<file path="src/wake_timer_pkg.sv">
// Constants, register map and carrier types of the sleep-exit down timer.
// Assumes a 25 MHz bus clock and a classic Wishbone register port.
package wake_timer_pkg;

	// Register byte offsets
	localparam logic [3:0] CTRL_OFS  = 4'h0;
	localparam logic [3:0] MASK_OFS  = 4'h4;
	localparam logic [3:0] COUNT_OFS = 4'hC;

	// Field positions in timer_control and irq_mask
	localparam int SRC_SEL_BIT = 0;
	localparam int FLAG_BIT   = 1;
	localparam int CLEAR_BIT  = 2;
	localparam int EXTSEL_BIT = 3;

	// Reset values and word constants
	localparam logic        SRC_SEL_RST = 1'b0;
	localparam logic        EXTSEL_RST = 1'b0;
	localparam logic        MASK_RST   = 1'b1;
	localparam logic [31:0] COUNT_RST  = 32'h0000_0000;
	localparam logic [31:0] ZERO_WORD  = 32'h0000_0000;
	localparam logic [31:0] ONE_WORD   = 32'h0000_0001;

	// Clock rates in Hz and divider width
	localparam int BUS_CLK_HZ = 25_000_000;
	localparam int FAST_HZ    = 750_000;
	localparam int SLOW_HZ    = 10_000;
	localparam int DIV_W      = 12;

	// Classic Wishbone request from the master
	typedef struct packed {
		logic        cyc;
		logic        stb;
		logic        we;
		logic [3:0]  adr;
		logic [3:0]  sel;
		logic [31:0] dat;
	} wb_req_t;

	// Software-written clock choice
	typedef struct packed {
		logic external_clock_choice;
		logic clock_source_choice;
	} clk_cfg_t;

	// Counter state, one-hot
	typedef enum logic [1:0] {
		ST_IDLE = 2'b01,
		ST_RUN  = 2'b10
	} tmr_state_t;

endpackage : wake_timer_pkg
</file>
<file path="src/sleep_exit_timer.sv">
// Sleep-exit down timer: 32-bit loadable down counter with time-out flag.
// Assumes one bus clock clk_i, synchronous reset and a Wishbone master.
//
// Behaviour
// - Select bit picks 750 kHz internal (0) or 10 kHz low-power (1) tick.
// - Select bit is ignored while the external clock choice is set.
// - Control bit 3 set counts rising edges of the external timer clock pin.
// - Time-out sets flag bit 1; flag drives interrupt and wake request.
// - Writing 1 to the flag clears it; writing 0 leaves it.
// - Writing 1 to bit 2 clears and halts the counter; reads 0.
// - Count register write loads start value and begins counting down.
// - Count register read returns live counter, no tear protection.
// - Counts to zero, raises time-out, then stops until reloaded.
// - Only a non-zero count write starts a count-down.
//
// Local design decision: register access over Wishbone.
`timescale 1ns/100ps
module sleep_exit_timer #(
	parameter int CLK_HZ  = wake_timer_pkg::BUS_CLK_HZ,
	parameter int FAST_HZ = wake_timer_pkg::FAST_HZ,
	parameter int SLOW_HZ = wake_timer_pkg::SLOW_HZ
) (
	// Clock and reset
	input  wire logic                    clk_i,
	input  wire logic                    rst_i,
	// Wishbone slave
	input  wire wake_timer_pkg::wb_req_t wb_i,
	output logic [31:0]                  wb_dat_o,
	output logic                         wb_ack_o,
	// External counting clock pin
	input  wire logic                    external_timer_clock_pin_i,
	// Requests
	output logic                         irq_o,
	output logic                         wake_o
);
	import wake_timer_pkg::*;

	localparam int FAST_DIV = CLK_HZ / FAST_HZ;
	localparam int SLOW_DIV = CLK_HZ / SLOW_HZ;
	localparam logic [DIV_W-1:0] FAST_LAST = DIV_W'(FAST_DIV - 1);
	localparam logic [DIV_W-1:0] SLOW_LAST = DIV_W'(SLOW_DIV - 1);
	localparam logic [DIV_W-1:0] DIV_ZERO  = '0;
	localparam logic [DIV_W-1:0] DIV_ONE   = DIV_W'(1);

	// Byte-lane merge of a write into an existing word
	function automatic logic [31:0] lane_merge(input logic [31:0] old_v,
		input logic [31:0] new_v, input logic [3:0] sel);
		logic [31:0] r;
		r = old_v;
		for (int i = 0; i < 4; i++) begin
			if (sel[i]) begin
				r[8*i +: 8] = new_v[8*i +: 8];
			end
		end
		return r;
	endfunction : lane_merge

	clk_cfg_t         cfg_q;
	logic             flag_q;
	logic             mask_q;
	logic [31:0]      count_q;
	logic [31:0]      count_d;
	tmr_state_t       state_q;
	tmr_state_t       state_d;
	logic [DIV_W-1:0] fast_cnt_q;
	logic [DIV_W-1:0] slow_cnt_q;
	logic             fast_tick_q;
	logic             slow_tick_q;
	logic [2:0]       pin_sync_q;
	logic             pin_lvl_q;
	logic             ext_tick_q;

	// Bus decode
	wire bus_req    = wb_i.cyc & wb_i.stb & ~wb_ack_o;
	wire bus_wr     = bus_req & wb_i.we;
	wire hit_ctrl   = wb_i.adr == CTRL_OFS;
	wire hit_mask   = wb_i.adr == MASK_OFS;
	wire hit_count  = wb_i.adr == COUNT_OFS;
	wire wr_ctrl0   = bus_wr & hit_ctrl & wb_i.sel[0];
	wire wr_mask0   = bus_wr & hit_mask & wb_i.sel[0];
	wire wr_count   = bus_wr & hit_count & (|wb_i.sel);
	wire [31:0] load_val = lane_merge(count_q, wb_i.dat, wb_i.sel);
	wire flag_w1c   = wr_ctrl0 & wb_i.dat[FLAG_BIT];
	wire ctr_clear  = wr_ctrl0 & wb_i.dat[CLEAR_BIT];

	// Counting tick selection
	wire int_tick   = cfg_q.clock_source_choice ? slow_tick_q
		: fast_tick_q;
	wire cnt_tick   = cfg_q.external_clock_choice ? ext_tick_q
		: int_tick;
	wire running    = state_q == ST_RUN;
	wire count_last = count_q == ONE_WORD;
	wire last_tick  = running & cnt_tick & count_last;
	wire timeout    = last_tick & ~wr_count & ~ctr_clear;

	// Read mux; counter-clear bit always reads 0
	wire [31:0] ctrl_rd = {28'h000_0000, cfg_q.external_clock_choice,
		1'b0, flag_q, cfg_q.clock_source_choice};
	wire [31:0] mask_rd = {30'h0000_0000, mask_q, 1'b0};
	wire [31:0] rd_mux  = hit_ctrl ? ctrl_rd
		: hit_mask ? mask_rd
		: hit_count ? count_q
		: ZERO_WORD;

	// Counter next state
	always_comb begin
		count_d = count_q;
		state_d = state_q;
		unique case (state_q)
			ST_IDLE: begin
				if (wr_count) begin
					count_d = load_val;
					state_d = (load_val != ZERO_WORD) ? ST_RUN
						: ST_IDLE;
				end
			end
			ST_RUN: begin
				if (wr_count) begin
					count_d = load_val;
					state_d = (load_val != ZERO_WORD) ? ST_RUN : ST_IDLE;
				end else if (cnt_tick) begin
					count_d = count_q - ONE_WORD;
					if (count_q == ONE_WORD) begin
						state_d = ST_IDLE;
					end
				end
			end
		endcase
		if (ctr_clear) begin
			count_d = ZERO_WORD;
			state_d = ST_IDLE;
		end
	end

	// Present count, read back live with no tear guard
	always_ff @(posedge clk_i) begin
		if (rst_i) begin
			count_q <= COUNT_RST;
		end else begin
			count_q <= count_d;
		end
	end

	// Run state: left only by time-out, clear or a zero load
	always_ff @(posedge clk_i) begin
		if (rst_i) begin
			state_q <= ST_IDLE;
		end else begin
			state_q <= state_d;
		end
	end

	// Divider step shared by both internal rates
	function automatic logic [DIV_W-1:0] div_step(
		input logic [DIV_W-1:0] cnt, input logic [DIV_W-1:0] lim);
		return (cnt == lim) ? DIV_ZERO : cnt + DIV_ONE;
	endfunction : div_step

	// Divider next values and wrap strobes
	wire [DIV_W-1:0] fast_cnt_d = div_step(fast_cnt_q, FAST_LAST);
	wire [DIV_W-1:0] slow_cnt_d = div_step(slow_cnt_q, SLOW_LAST);
	wire             fast_wrap  = fast_cnt_q == FAST_LAST;
	wire             slow_wrap  = slow_cnt_q == SLOW_LAST;

	// Fast divider: one-cycle enable at the internal oscillator rate
	always_ff @(posedge clk_i) begin
		if (rst_i) begin
			fast_cnt_q  <= DIV_ZERO;
			fast_tick_q <= 1'b0;
		end else begin
			fast_cnt_q  <= fast_cnt_d;
			fast_tick_q <= fast_wrap;
		end
	end

	// Slow divider: stands in for the low-power oscillator
	always_ff @(posedge clk_i) begin
		if (rst_i) begin
			slow_cnt_q  <= DIV_ZERO;
			slow_tick_q <= 1'b0;
		end else begin
			slow_cnt_q  <= slow_cnt_d;
			slow_tick_q <= slow_wrap;
		end
	end

	// External pin: a level counts once stages two and three agree
	wire pin_agree = pin_sync_q[1] == pin_sync_q[2];
	wire pin_lvl_d = pin_agree ? pin_sync_q[2] : pin_lvl_q;
	wire pin_rise  = pin_agree & pin_sync_q[2] & ~pin_lvl_q;

	always_ff @(posedge clk_i) begin
		if (rst_i) begin
			pin_sync_q <= 3'h0;
		end else begin
			pin_sync_q <= {pin_sync_q[1:0], external_timer_clock_pin_i};
		end
	end

	always_ff @(posedge clk_i) begin
		if (rst_i) begin
			pin_lvl_q <= 1'b0;
		end else begin
			pin_lvl_q <= pin_lvl_d;
		end
	end

	always_ff @(posedge clk_i) begin
		if (rst_i) begin
			ext_tick_q <= 1'b0;
		end else begin
			ext_tick_q <= pin_rise;
		end
	end

	// Next values of control, flag and mask; a time-out beats a clear
	wire      wr_ext_sel = wb_i.dat[EXTSEL_BIT];
	wire      wr_src_sel = wb_i.dat[SRC_SEL_BIT];
	clk_cfg_t cfg_wr;
	clk_cfg_t cfg_d;
	logic     flag_d;
	logic     mask_d;
	assign cfg_wr = '{external_clock_choice: wr_ext_sel,
		clock_source_choice: wr_src_sel};
	assign cfg_d  = wr_ctrl0 ? cfg_wr : cfg_q;
	assign flag_d = timeout | (flag_q & ~flag_w1c);
	assign mask_d = wr_mask0 ? wb_i.dat[FLAG_BIT] : mask_q;

	// Clock choice, taken from byte lane zero
	always_ff @(posedge clk_i) begin
		if (rst_i) begin
			cfg_q <= '{external_clock_choice: EXTSEL_RST,
				clock_source_choice: SRC_SEL_RST};
		end else begin
			cfg_q <= cfg_d;
		end
	end

	// Sticky time-out flag, cleared by writing one
	always_ff @(posedge clk_i) begin
		if (rst_i) begin
			flag_q <= 1'b0;
		end else begin
			flag_q <= flag_d;
		end
	end

	// Interrupt mask, same layout as the control flag
	always_ff @(posedge clk_i) begin
		if (rst_i) begin
			mask_q <= MASK_RST;
		end else begin
			mask_q <= mask_d;
		end
	end

	// Bus answer: one ack per request, data only beside the ack
	logic        ack_d;
	logic [31:0] dat_d;
	logic        irq_d;
	logic        wake_d;
	assign ack_d  = bus_req;
	assign dat_d  = bus_req ? rd_mux : ZERO_WORD;
	assign irq_d  = flag_q & mask_q;
	assign wake_d = flag_q;

	always_ff @(posedge clk_i) begin
		if (rst_i) begin
			wb_ack_o <= 1'b0;
		end else begin
			wb_ack_o <= ack_d;
		end
	end

	// Read data, zero outside the ack cycle
	always_ff @(posedge clk_i) begin
		if (rst_i) begin
			wb_dat_o <= ZERO_WORD;
		end else begin
			wb_dat_o <= dat_d;
		end
	end

	// Requests: irq honours the mask
	always_ff @(posedge clk_i) begin
		if (rst_i) begin
			irq_o <= 1'b0;
		end else begin
			irq_o <= irq_d;
		end
	end

	// Wake request ignores the mask so sleep can always end
	always_ff @(posedge clk_i) begin
		if (rst_i) begin
			wake_o <= 1'b0;
		end else begin
			wake_o <= wake_d;
		end
	end

endmodule : sleep_exit_timer

</file>
<file path="config.mk">
export PLATFORM = sky130hd
export DESIGN_NAME = sleep_exit_timer
export DESIGN_NICKNAME = d
export VERILOG_FILES = /design/src/wake_timer_pkg.sv /design/src/sleep_exit_timer.sv
export SDC_FILE = /design/constraint.sdc
export NUM_CORES = 1
export LEC_CHECK = 0
export ABC_AREA = 1
export BUFFER_PORTS_ARGS = -buffer_cell sky130_fd_sc_hd__clkbuf_2
export CAP_MARGIN = 5
export CORE_UTILIZATION = 58
export CTS_CLUSTER_SIZE = 14
export DETAILED_ROUTE_END_ITERATION = 7
export GPL_TIMING_DRIVEN = 0
export PLACE_DENSITY = 0.8
export SYNTH_ARGS = -nofsm -noshare
export SYNTH_HDL_FRONTEND = slang
export SYNTH_SLANG_ARGS = --single-unit
</file>
<file path="constraint.sdc">
create_clock -name clk_i -period 1.7 [get_ports clk_i]
set_input_delay 0.17 -clock clk_i [delete_from_list [all_inputs] [get_ports clk_i]]
set_output_delay 0.17 -clock clk_i [all_outputs]
set_load 0.02 [all_outputs]
</file>
# ---- Word-level counts from Yosys, hierarchy flattened
# Cells that the tools add are included.
dict set report word_totals {
  inputBits 46
  ff_bits 104
  word_cells 88
}
dict set report classes {
  bitwise 27
  n_eq_ne 11
  n_mux 19
  add_sub_neg 3
  reduce_logical 10
}
# operator n
set op_table {}
lappend op_table {{two-way mux 32 bit} 3}
lappend op_table {{case mux 32 bit (2 select lines)} 1}
lappend op_table {{== test 32 x 1 -> 1 bit (second input constant)} 1}
lappend op_table {{two-way mux 8 bit} 4}
lappend op_table {{nonzero test 32 bit} 1}
lappend op_table {{subtractor 32 x 1 -> 32 bit (second input constant)} 1}
lappend op_table {{adder 12 x 1 -> 12 bit (second input constant)} 2}
lappend op_table {{AND 1 bit} 19}
lappend op_table {{== test 12 bit (second input constant)} 1}
lappend op_table {{== test 12 x 6 -> 1 bit (second input constant)} 1}
lappend op_table {{two-way mux 4 bit} 3}
lappend op_table {{two-way mux 2 bit} 5}
lappend op_table {{OR reduction 2 bit} 4}
lappend op_table {{inverter 1 bit} 7}
lappend op_table {{OR reduction 5 bit} 1}
lappend op_table {{== test 4 x 3 -> 1 bit (second input constant)} 1}
lappend op_table {{== test 4 bit (second input constant)} 1}
lappend op_table {{logical NOT 4 bit} 1}
lappend op_table {{case mux 2 bit (2 select lines)} 1}
lappend op_table {{OR reduction 4 bit} 1}
lappend op_table {{!= test 3 x 2 -> 1 bit (second input constant)} 1}
lappend op_table {{!= test 3 bit (second input constant)} 1}
lappend op_table {{AND reduction 3 bit} 1}
lappend op_table {{== test 2 x 1 -> 1 bit (second input constant)} 1}
lappend op_table {{other kinds (6)} 7}

# ---- Logic depth before layout (Yosys ltp)
# Gate-level depths: netlist of the first run.
dict set report depth {
  word_depth 9
  mapped_depth 13
  ltp_nobuf 12
}

# ---- Worst setup path after synthesis of the first run
# No wires, ideal clock.
dict set report synth_timing {
  path_kind {flip-flop to flip-flop}
  startpoint {reg count_q[0]}
  endpoint {reg count_q[22]}
  period_less_slack_ps 1507
  n_path_buf 0
  path_slack_ps 193
  setup_ps 70
  stages_incl_launch_ff 11
  arrival_ps 1437
  cell_sequence {dfxtp_1 inv_1 ha_1 nand3_1 nor2_1 nand2_1 nor2_1 nand2_1 nand2_1 nand3_1 a21oi_1}
}
dict set report synth_via {
  elab_chain_len 4
}
# element line
set synth_rtl {}
lappend synth_rtl {{start: declaration} sleep_exit_timer.sv:61} ;# logic [31:0] count_q;
lappend synth_rtl {{start signal: assignment} sleep_exit_timer.sv:140} ;# count_q <= count_d;
lappend synth_rtl {{subtractor 32 x 1 -> 32 bit} sleep_exit_timer.sv:122} ;# count_d = count_q - ONE_WORD;
lappend synth_rtl {{two-way mux 32 bit} sleep_exit_timer.sv:121} ;# end else if (cnt_tick) begin
lappend synth_rtl {{two-way mux 32 bit} sleep_exit_timer.sv:118} ;# if (wr_count) begin
lappend synth_rtl {{case mux 32 bit (2 select lines)} sleep_exit_timer.sv:109} ;# unique case (state_q)
# Every way passes these cells. The select of a mux whose other input is x is not followed.
# A chain may end at the register's enable or synchronous reset.

# ---- Final worst setup path of the first run
dict set report layout_timing {
  startpoint {reg wb_ack_o}
  endpoint {reg count_q[16]}
}
dict set report layout_via {
  elab_chain_len 7
}
# element line
set layout_rtl {}
lappend layout_rtl {{start: declaration} sleep_exit_timer.sv:29} ;# output logic wb_ack_o,
lappend layout_rtl {{start signal: assignment} sleep_exit_timer.sv:271} ;# wb_ack_o <= ack_d;
lappend layout_rtl {{inverter 1 bit *} sleep_exit_timer.sv:74} ;# wire bus_req = wb_i.cyc & wb_i.stb & ~wb_ack_o;
lappend layout_rtl {{AND 1 bit *} sleep_exit_timer.sv:74}
lappend layout_rtl {{AND 1 bit *} sleep_exit_timer.sv:75} ;# wire bus_wr = bus_req & wb_i.we;
lappend layout_rtl {{AND 1 bit, on equally long branches (2 in series)} {sleep_exit_timer.sv:81, sleep_exit_timer.sv:79}}
lappend layout_rtl {{two-way mux 32 bit (tied with other cells)} sleep_exit_timer.sv:118}
lappend layout_rtl {{case mux 32 bit (2 select lines) (tied with other cells)} sleep_exit_timer.sv:109}
# Mark *: on every way between the ends. The rest lies on a longest branch, timed or not.

==> metrics.csv, run 1 <==
metric;value;unit
synth_most_common_cell;nand2_1;
yosysWarnings;0;
required;1.99;ns
synth_area_leader_cell;dfxtp_1;
synth_nets;983;
cts_sinks;104;
cpPeakStageDelay;0.35;ns
grt_antenna_before_repair;0;
cts_made_buffers;9;
path_cells;inv_2 -> nand4_1 -> buf_4 -> nor3_4 -> nand2_1 -> nand2_2 -> buf_4 -> nor2_1;
synth_top_cell_area_share;36.47;%
core_area;9371;µm²
peakVddDrop;1.000;mV
grtUsageTotal;30.91;%
die_w;101.2;µm
drc;0;
synth_seq_cells;104;
die_h;101.2;µm
h-tree-depth;3;
start_util;60.92;%
yosys-top-cells-area;dfxtp_1, nand2_1, nor2_1, inv_1, nand3_1;
crit_arrival;1.97;ns
min_path_cells;3;
finClkSkew;0.01016;ns
die-area;10240;µm²
clock.fmax;0.5948;GHz
min_period;1.681;ns
syn_avg_cell_area;6.132;µm²
ys_async_sr_fraction;0;%
hp-class;input port to flop;
drv_cap;0;
io_pins;81;
total_power;0.006379;W
area_delta_synth_final;20.84;%
netlist_area;5709;µm²
fillers;852;
finalHoldViolations;0;
ant_nets;0;
setup_viol;0;
ff2ff_path_depth;8;
grt_pass1_vias;5338;
grt_max_degree;19;
dp_hpwl;11220;µm
maxSlewViolCount;0;
wl_per_cell;13.36;µm
final_cell_area;6899;µm²
synth_cells;931;
drive_above_1_share;18.58;%
fin_cells;1173;
port_buffers;78;
synth-edff-count;0;
crit_type;flop to flop;
rows;35;
finalHoldWorstSlack;0.01455;ns
status;finished clean;
vias_per_cell;5.142;
p_per_area;924.6;nW/µm²
first_iter_violations;382;
clock_latency;0.39;ns
routed_wl;15670;µm
overflow;0;
clk_pin_slew;0.11;ns
firstDrtPassIters;6;
crit_path_top_delay_cell;dfxtp_2;
worst_slew_pin_slew;0.5326;ns
dpl.cell_count;1138;
synth_flop_cell;dfxtp_1;
ctsLongestPathBuffers;2;
crit_top_cell;buf_4;
root_buffer;clkbuf_8;
min_period_over_period;98.90;%
cts_tree;done;
synthTopCellsByCount;nand2_1, nor2_1, inv_1;
num_antenna_cells;0;
ys_seq_area_share;36.47;%
p_leak;3.396;nW
grt_pass1_wl;24500;µm
start_kind;flop;
synth_cell_types;36;
fin_nets;1091;
place.gp.congestion;0.9518;
endpoint_kind;flop;
dr_total_vias;6032;
placed_area;6261;µm²
cp_max_fo;10;
slew_headroom;64.49;%
[placed cells by master, fill, tap and decap left out, types with 6 or more instances in the layout]
cell type  synthesis  layout
nand2_1          311     305
inv_1            134     128
o21ai_0           38      37
a21oi_1           43      39
nor2_2             1       8
clkbuf_2           0      80
o21ai_1            6       6
nor2_4             1       7
inv_2              3       8
nand3_1           50      47
buf_4              2      22
nor3_1            18      17
nand4_1            9       9
buf_8              0       7
dfxtp_2            0       7
nor2_1           149     136
clkbuf_8           0       9
dfxtp_1          104      97
nand2_2            1       6
[routing by layer]
| layer | global-route usage [%] | routed length (µm) |
|---|---|---|
| met2 | 52.59 | 7382 |
| met3 | 5.176 | 1041 |
| met5 | 0 | 0 |
| met4 | 12.60 | 366 |
| met1 | 38.97 | 6877 |
[power by group]
part / switching (W) / internal, W
logic: 0.00137 / 0.000691
registers: 0.000132 / 0.00255
clock network: 0.000938 / 0.000702
[timing repair]
action	in CTS	in global routing
pin swaps	2	15
endpoints found under the setup margin	42	50
hold buffers	2	0
gates cloned	0	2
hold endpoints to repair	2	0
setup buffers	2	13
gates resized for setup	20	64
[state kept, by name, summed over array words and instances (netlist names), 2 cells and up]
name / count
fast_cnt_q: 12
wb_dat_o: 32
state_q: 2
count_q: 32
pin_sync_q: 3
slow_cnt_q: 12
cfg_q: 2
[area by class of cell]
type	count	area [µm²]	share of cell area, %
Multi-Input combinational cell	662	3097	44.89
Buffer	26	234.0	3.391
Clock buffer	9	123.9	1.795
Timing Repair Buffer	97	573.1	8.306
Clock inverter	7	80.08	1.161
Sequential cell	104	2091	30.30
Tap cell	129	161.4	2.340
Inverter	139	539.3	7.816
[cells by family (layout without fill, tap and decap cells)]
kind of cell / count (synthesis) / count (layout) / share of synthesized area, %
and+or+nand+nor: 556 / 556 / 40.32
buffers and inverters: 165 / 278 / 12.23
DFF: 104 / 104 / 36.47
AOI/OAI and AO/OA: 94 / 94 / 8.744
adders and majority gates: 6 / 6 / 1.315
xor gates and xnor gates: 6 / 6 / 0.9204
[worst paths after layout]
kind                                          startpoint                  endpoint  slack, ns
worst min register to register  pin_sync_q[0]$_SDFF_PP0_  pin_sync_q[1]$_SDFF_PP0_       0.43
worst min-delay path                             wb_i[0]     cfg_q[0]$_SDFFE_PP0N_       0.01
worst max-delay path                 wb_ack_o$_SDFF_PP0_  count_q[16]$_SDFFE_PP0P_       0.02
worst max register to register       wb_ack_o$_SDFF_PP0_  count_q[16]$_SDFFE_PP0P_       0.02
[worst max-delay path: cells and delay by family (launching register included)]
kind	cells	cell delay [ns]
and+or+nand+nor	5	0.72
buffers and inverters	3	0.51
DFF	1	0.35
[per-stage QoR]
| stage | setup slack [ns] | util (%) | TNS (ns) |
|---|---|---|---|
| finish | 0.01873 | 73.62 | 0 |
| global route | -0.07913 | 73.62 | -1.782 |
| CTS | -0.01056 | 69.97 | -0.01736 |
| detailed placement | -0.1830 | 66.81 | -3.077 |
| global placement | -0.1645 | 66.81 | -2.065 |
| floorplan | 0.1930 | - | 0 |
(Power assumes the default switching activity.)
==> run 2, diff against run 1 <==
Settings changed: CORE_UTILIZATION 58 to 52, PLACE_DENSITY 0.8 to 0.75.
Clock period 1.7 ns to 1.5 ns, I/O delays scaled along.
==> run 2 against run 1 <==
Net effect:
- the flow now finishes with violations (setup timing)
- first-iteration DRC count up 26%
- total power up 26%
- clock skew is 0.0022 ns higher
- sequential share of layout area shrank 2.5 points
- global-route usage shrank 1.4 points
- largest cell class unchanged
==> metrics.csv, run 2 (synthesis results as in run 1) <==
metric;value;unit;change
crit_type;flop to flop;;
worst_slew_pin_slew;0.4856;ns;-0.04701 ns
finalHoldViolations;0;;unchanged
grt_antenna_before_repair;0;;unchanged
setup_tns;-1.634;ns;-1.634 ns
dp_hpwl;11300;µm;+0.67%
topRoutingLayerUsed;met4;;
ctsLongestPathBuffers;2;;unchanged
die_h;106.8;µm;+5.5%
cp.depth;11;;+3
dr_total_vias;6284;;+4.2%
p_switching;0.003087;W;+27%
root_buffer;clkbuf_8;;
num_antenna_cells;0;;unchanged
endpoint_kind;flop;;
drv_cap;0;;unchanged
status;finished with violations;;
start_kind;flop;;
required;1.78;ns;-0.21 ns
rsz0062_at_grt;true;;
clk_pin_slew;0.10;ns;about the same
total_power;0.008062;W;+26%
start_util;54.57;%;-6.4 points
cp_max_fo;4;;-6
die_w;106.8;µm;+5.5%
pwr-share-clk;24.5;%;-1.2 points
drc;0;;unchanged
fin_nets;1113;;+2.0%
seq_power_share;38.0;%;-4.0 points
area_delta_synth_final;32.81;%;
p_sw_share;38.30;%;+0.076 points
worst_r2r_endpoint;state_q[1]$_SDFFE_PP0P_;;
pwr-share-comb;37.5;%;+5.2 points
p_per_area;1063;nW/µm²;+15%
routed_wl;17410;µm;+11%
utilization;72.47;%;-1.1 points
path_cells;nor2_2 -> nand2_2 -> nor2_4 -> buf_4 -> nand3_1 -> nor2_1 -> nor2_1 -> nor2_1 -> nand2_2 -> nand2_1 -> nor2_1;;
grt_pass1_wl;26420;µm;+7.8%
crit_family;simple AND/OR/NAND/NOR gates;;
endpoint;state_q[1]$_SDFFE_PP0P_;;
regToRegStartpoint;count_q[10]$_SDFFE_PP0P_;;
die-area;11400;µm²;+11%
min_period;1.646;ns;-0.03483 ns
reg2reg_slack;-0.15;ns;-0.17 ns
crit_arrival;1.93;ns;-0.04 ns
grtUsageTotal;29.49;%;-1.4 points
ff2ff_path_depth;11;;+3
violations;setup timing;;
overflow;0;;unchanged
hp-class;input port to flop;;
cts_made_buffers;9;;unchanged
cts_sinks;104;;unchanged
grt_pass1_vias;5570;;+4.3%
finalHoldWorstSlack;0.02963;ns;+0.01509 ns
ant_nets;0;;unchanged
wl_per_cell;14.48;µm;+8.4%
critPathBufInv;1;;-2
grt_max_degree;18;;-1
first_iter_violations;482;;+26%
h-tree-depth;3;;unchanged
finClkSkew;0.01241;ns;+0.002250 ns
crit_top_cell;nor2_1;;
firstDrtPassIters;8;;+2
cts_tree;done;;
drt-met1-wl;7027;µm;+2.2%
clock.fmax;0.6074;GHz;+2.1%
peakVddDrop;1.065;mV;+6.4%
layout_common_cells;nand2_1, nor2_1, inv_1, dfxtp_1, clkbuf_2;;
port_buffers;78;;unchanged
rows;37;;+5.7%
wl_met2;7977;µm;+8.1%
vias_per_cell;5.228;;+1.7%
core_area;10460;µm²;+12%
crit_path_top_delay_cell;dfxtp_1;;
worst_slack;-0.1464;ns;-0.1652 ns
slew_headroom;67.63;%;+3.1 points
top_regs;count_q (32), wb_dat_o (32);;
p_int;0.004974;W;+26%
io_pins;81;;unchanged
drive_above_1_share;28.89;%;+10 points
layout_commonest_cell;nand2_1;;
maxSlewViolCount;0;;unchanged
wl_met3;1441;µm;+38%
cpPeakStageDelay;0.39;ns;+0.04 ns
setup_viol;30;;+30
clock_latency;0.39;ns;about the same
crit_start;count_q[10]$_SDFFE_PP0P_;;
p_leak;3.626;nW;+6.8%
min_period_over_period;109.8;%;+11 points
place.gp.congestion;0.9540;;+0.23%
run 2: what timing repair did:
item	4_1_cts	5_1_grt
cloned	2	2
hold buffers	2	0
resized for setup	96	139
setup buffers	20	18
endpoints found under the setup margin	54	70
pin swaps	14	53
hold endpoints to repair	2	0
run 2: routing by layer:
metal,track usage (%),vias to the layer above
met4,11.55,0
met5,0,-
met2,49.49,313
met3,5.167,99
li1,-,3135
met1,37.53,2737
run 2: power by group through the flow:
stage | Combinational (W) | Sequential, W | Clock [W]
2_1_floorplan | 0.00149 | 0.00304 | 0
3_3_place_gp | 0.00199 | 0.00308 | 0
3_5_place_dp | 0.00201 | 0.00308 | 0
4_1_cts | 0.00240 | 0.00303 | 0.00201
5_1_grt | 0.00328 | 0.00308 | 0.00213
6_report | 0.00302 | 0.00307 | 0.00197
run 2: through the flow:
stage                     std cells  area, µm²  setup WS (ns)
final                          1202       7582        -0.1464
after global routing           1202       7582        -0.2983
after CTS                      1185       7024       -0.04375
after detailed placement       1145       6272        -0.3897
after global placement         1145       6272        -0.3507
after floorplan                 931       5712        0.01114
run 2: worst min path at each step:
| stage | from | to | slack, ns | depth (start not counted) |
|---|---|---|---|---|
| after global routing | wb_i[0] | cfg_q[0]$_SDFFE_PP0N_ | 0.009 | 3 |
| after detailed placement | external_timer_clock_pin_i | pin_sync_q[0]$_SDFF_PP0_ | 0.36 | 3 |
| after global placement | external_timer_clock_pin_i | pin_sync_q[0]$_SDFF_PP0_ | 0.35 | 3 |
| after CTS | wb_i[0] | cfg_q[0]$_SDFFE_PP0N_ | 0.01 | 3 |
| final | wb_i[0] | cfg_q[0]$_SDFFE_PP0N_ | 0.03 | 3 |
| after floorplan | rst_i | wb_ack_o$_SDFF_PP0_ | 0.25 | 1 |
run 2: final cells by class:
| cell class | instances | area (µm²) |
|---|---|---|
| Tap cell | 136 | 170.2 |
| Buffer | 24 | 260.3 |
| Multi-Input combinational cell | 662 | 3418 |
| Clock inverter | 5 | 88.84 |
| Clock buffer | 11 | 131.4 |
| Timing Repair Buffer | 121 | 865.8 |
| Sequential cell | 104 | 2108 |
| Fill cell | 877 | 2880 |
| Inverter | 139 | 539.3 |
run 2: tightest hold or removal path, stage by stage:
cell and delay [ns]:
clkbuf_2 0.08, inv_1 0.08, a21oi_1 0.07
==> run 3, diff against run 2 <==
Settings changed: SKIP_LAST_GASP from default to 1.
==> run 3 against run 2 <==
Net effect:
- the flow still finishes with violations (setup timing)
- setup slack improved by 0.051 ns
- cell count fell by 0.17%
- global-route usage rose by 0.10 points
- design area fell by 1.4%
- first-iteration DRC count fell by 5.0%
- maximum frequency rose by 3.2%
- critical path depth fell by 2
- non-clock buffer count fell by 2
- clock power barely moved
- wire length fell by 1.7%
- sequential cell count did not move
- clock-buffer cell count did not move
- highest routed layer unchanged
==> metrics.csv, run 3 (synthesis results as in run 1) <==
metric;value;unit;change
dp_hpwl;11300;µm;unchanged
status;finished with violations;;
wl_met3;1411;µm;-2.1%
finalHoldViolations;0;;unchanged
finClkSkew;0.009363;ns;-0.003050 ns
pwr-share-comb;36.1;%;-1.4 points
clock.fmax;0.6267;GHz;+3.2%
setup_viol;29;;-3.3%
clock_latency;0.38;ns;about the same
worst_slack;-0.09574;ns;+0.05070 ns
drv_cap;0;;unchanged
placed_area;6272;µm²;unchanged
ant_nets;0;;unchanged
reg2reg_slack;-0.1;ns;+0.05 ns
root_buffer;clkbuf_8;;
ctsLongestPathBuffers;2;;unchanged
grtUsageTotal;29.59;%;+0.10 points
grt_max_degree;18;;unchanged
grt_antenna_before_repair;0;;unchanged
die_w;106.8;µm;unchanged
grt_pass1_wl;26410;µm;about the same
crit_type;flop to flop;;
setup_tns;-1.285;ns;+0.3497 ns
pwr-share-clk;25.0;%;+0.5 points
p_switching;0.002993;W;-3.1%
start_kind;flop;;
vias_per_cell;5.208;;-0.39%
place.gp.congestion;0.9540;;unchanged
endpoint;count_q[11]$_SDFFE_PP0P_;;
worst_slew_pin_slew;0.4791;ns;-0.006453 ns
drt-met1-wl;7056;µm;+0.41%
cts_tree;done;;
io_pins;81;;unchanged
p_int;0.004886;W;-1.8%
place_worst_setup_slack;-0.3897;ns;unchanged
worst_r2r_endpoint;count_q[11]$_SDFFE_PP0P_;;
h-tree-depth;3;;unchanged
layout_common_cells;nand2_1, inv_1, nor2_1, dfxtp_1, clkbuf_2;;
maxSlewViolCount;0;;unchanged
regToRegStartpoint;count_q[5]$_SDFFE_PP0P_;;
p_per_area;1054;nW/µm²;-0.88%
fin_cells;1200;;-0.17%
die_h;106.8;µm;unchanged
layout_commonest_cell;nand2_1;;
firstDrtPassIters;5;;-3
routed_wl;17100;µm;-1.7%
finalHoldWorstSlack;0.02498;ns;-0.004657 ns
cts_made_buffers;9;;unchanged
crit_arrival;1.91;ns;-0.02 ns
min_period_over_period;106.4;%;-3.4 points
rsz0062_at_grt;true;;
wl_per_cell;14.25;µm;-1.6%
slew_headroom;68.06;%;+0.43 points
topRoutingLayerUsed;met4;;
first_iter_violations;458;;-5.0%
area_delta_synth_final;30.94;%;
port_buffers;78;;unchanged
overflow;0;;unchanged
wl_met2;7910;µm;-0.84%
min-delay-start;wb_i[0];;
drc;0;;unchanged
hp-class;input port to flop;;
fin_nets;1111;;-0.18%
final_cell_area;7476;µm²;-1.4%
violations;setup timing;;
num_antenna_cells;0;;unchanged
ff2ff_path_depth;9;;-2
p_leak;3.598;nW;-0.79%
crit_start;count_q[5]$_SDFFE_PP0P_;;
grt_pass1_vias;5625;;+0.99%
cp_max_fo;5;;+1
min_period;1.596;ns;-0.05070 ns
core_area;10460;µm²;unchanged
p_sw_share;37.99;%;-0.31 points
seq_power_share;39.0;%;+1.0 points
cts_sinks;104;;unchanged
drive_above_1_share;27.16;%;-1.7 points
start_util;54.57;%;unchanged
dpl.cell_count;1145;;unchanged
dr_total_vias;6249;;-0.56%
clk_pin_slew;0.10;ns;about the same
endpoint_kind;flop;;
required;1.82;ns;+0.04 ns
fillers;928;;+5.8%
peakVddDrop;1.070;mV;+0.45%
top_regs;count_q (32), wb_dat_o (32);;
rows;37;;unchanged
die-area;11400;µm²;unchanged
[run 3: cell count changes in the layout (fill, tap and decap cells not counted), moves of 5 or more]
cell / before / now
nand2_2: 29 / 19
inv_1: 117 / 122
nand2_1: 275 / 287
inv_2: 17 / 11
[run 3: layer usage]
layer	GRT usage (%)	vias up
met5	0	-
met4	12.82	0
met3	5.714	68
met2	48.89	306
met1	37.49	2744
li1	-	3131
[run 3: layout make-up]
| cell class | instances | area (µm²) | share of cell area [%] |
|---|---|---|---|
| repair buffers | 119 | 827.0 | 11.06 |
| clock buffers | 11 | 131.4 | 1.757 |
| multi-input cells | 662 | 3368 | 45.05 |
| plain buffers | 24 | 235.2 | 3.146 |
| flip-flops and latches | 104 | 2111 | 28.23 |
| well taps | 136 | 170.2 | 2.276 |
| inverters | 139 | 544.3 | 7.280 |
| clock inverters | 5 | 88.84 | 1.188 |
[run 3: worst min path at each step]
stage                               end  slack, ns  cells past startpoint
2_1_floorplan       wb_ack_o$_SDFF_PP0_       0.25                      1
3_3_place_gp   pin_sync_q[0]$_SDFF_PP0_       0.35                      3
3_5_place_dp   pin_sync_q[0]$_SDFF_PP0_       0.36                      3
4_1_cts           cfg_q[0]$_SDFFE_PP0N_       0.01                      3
5_1_grt           cfg_q[0]$_SDFFE_PP0N_      0.009                      3
6_report          cfg_q[0]$_SDFFE_PP0N_       0.02                      3
[run 3: stage by stage]
step | total power [W] | utilization [%]
global route | 0.008311 | 71.45
global placement | 0.005070 | 59.95
floorplan | 0.004535 | -
detailed placement | 0.005085 | 59.95
CTS | 0.007426 | 66.96
finish | 0.007879 | 71.45
[run 3: power by group through the flow]
stage	sequential, W	clock, W	combinational [W]
4_1_cts	0.00303	0.00201	0.00238
3_5_place_dp	0.00308	0	0.00201
2_1_floorplan	0.00304	0	0.00149
6_report	0.00307	0.00197	0.00284
5_1_grt	0.00309	0.00212	0.00310
3_3_place_gp	0.00308	0	0.00199
[run 3: worst max-delay path, stage by stage, from the launching register on]
cell and delay [ns]:
dfxtp_1 0.36, nor2_2 0.17, nand2_2 0.12, nor2_4 0.26, nand2_2 0.16, inv_1 0.11, nand2_1 0.05, nand2_1 0.06
nand3_1 0.08, a21oi_1 0.16
[run 3: what timing repair did]
item | CTS | global route
resized for setup | 90 | 117
pin swaps | 14 | 48
hold buffers | 2 | 0
setup buffers | 20 | 16
hold endpoints to repair | 2 | 0
setup endpoints to repair | 54 | 71
gates cloned | 2 | 3
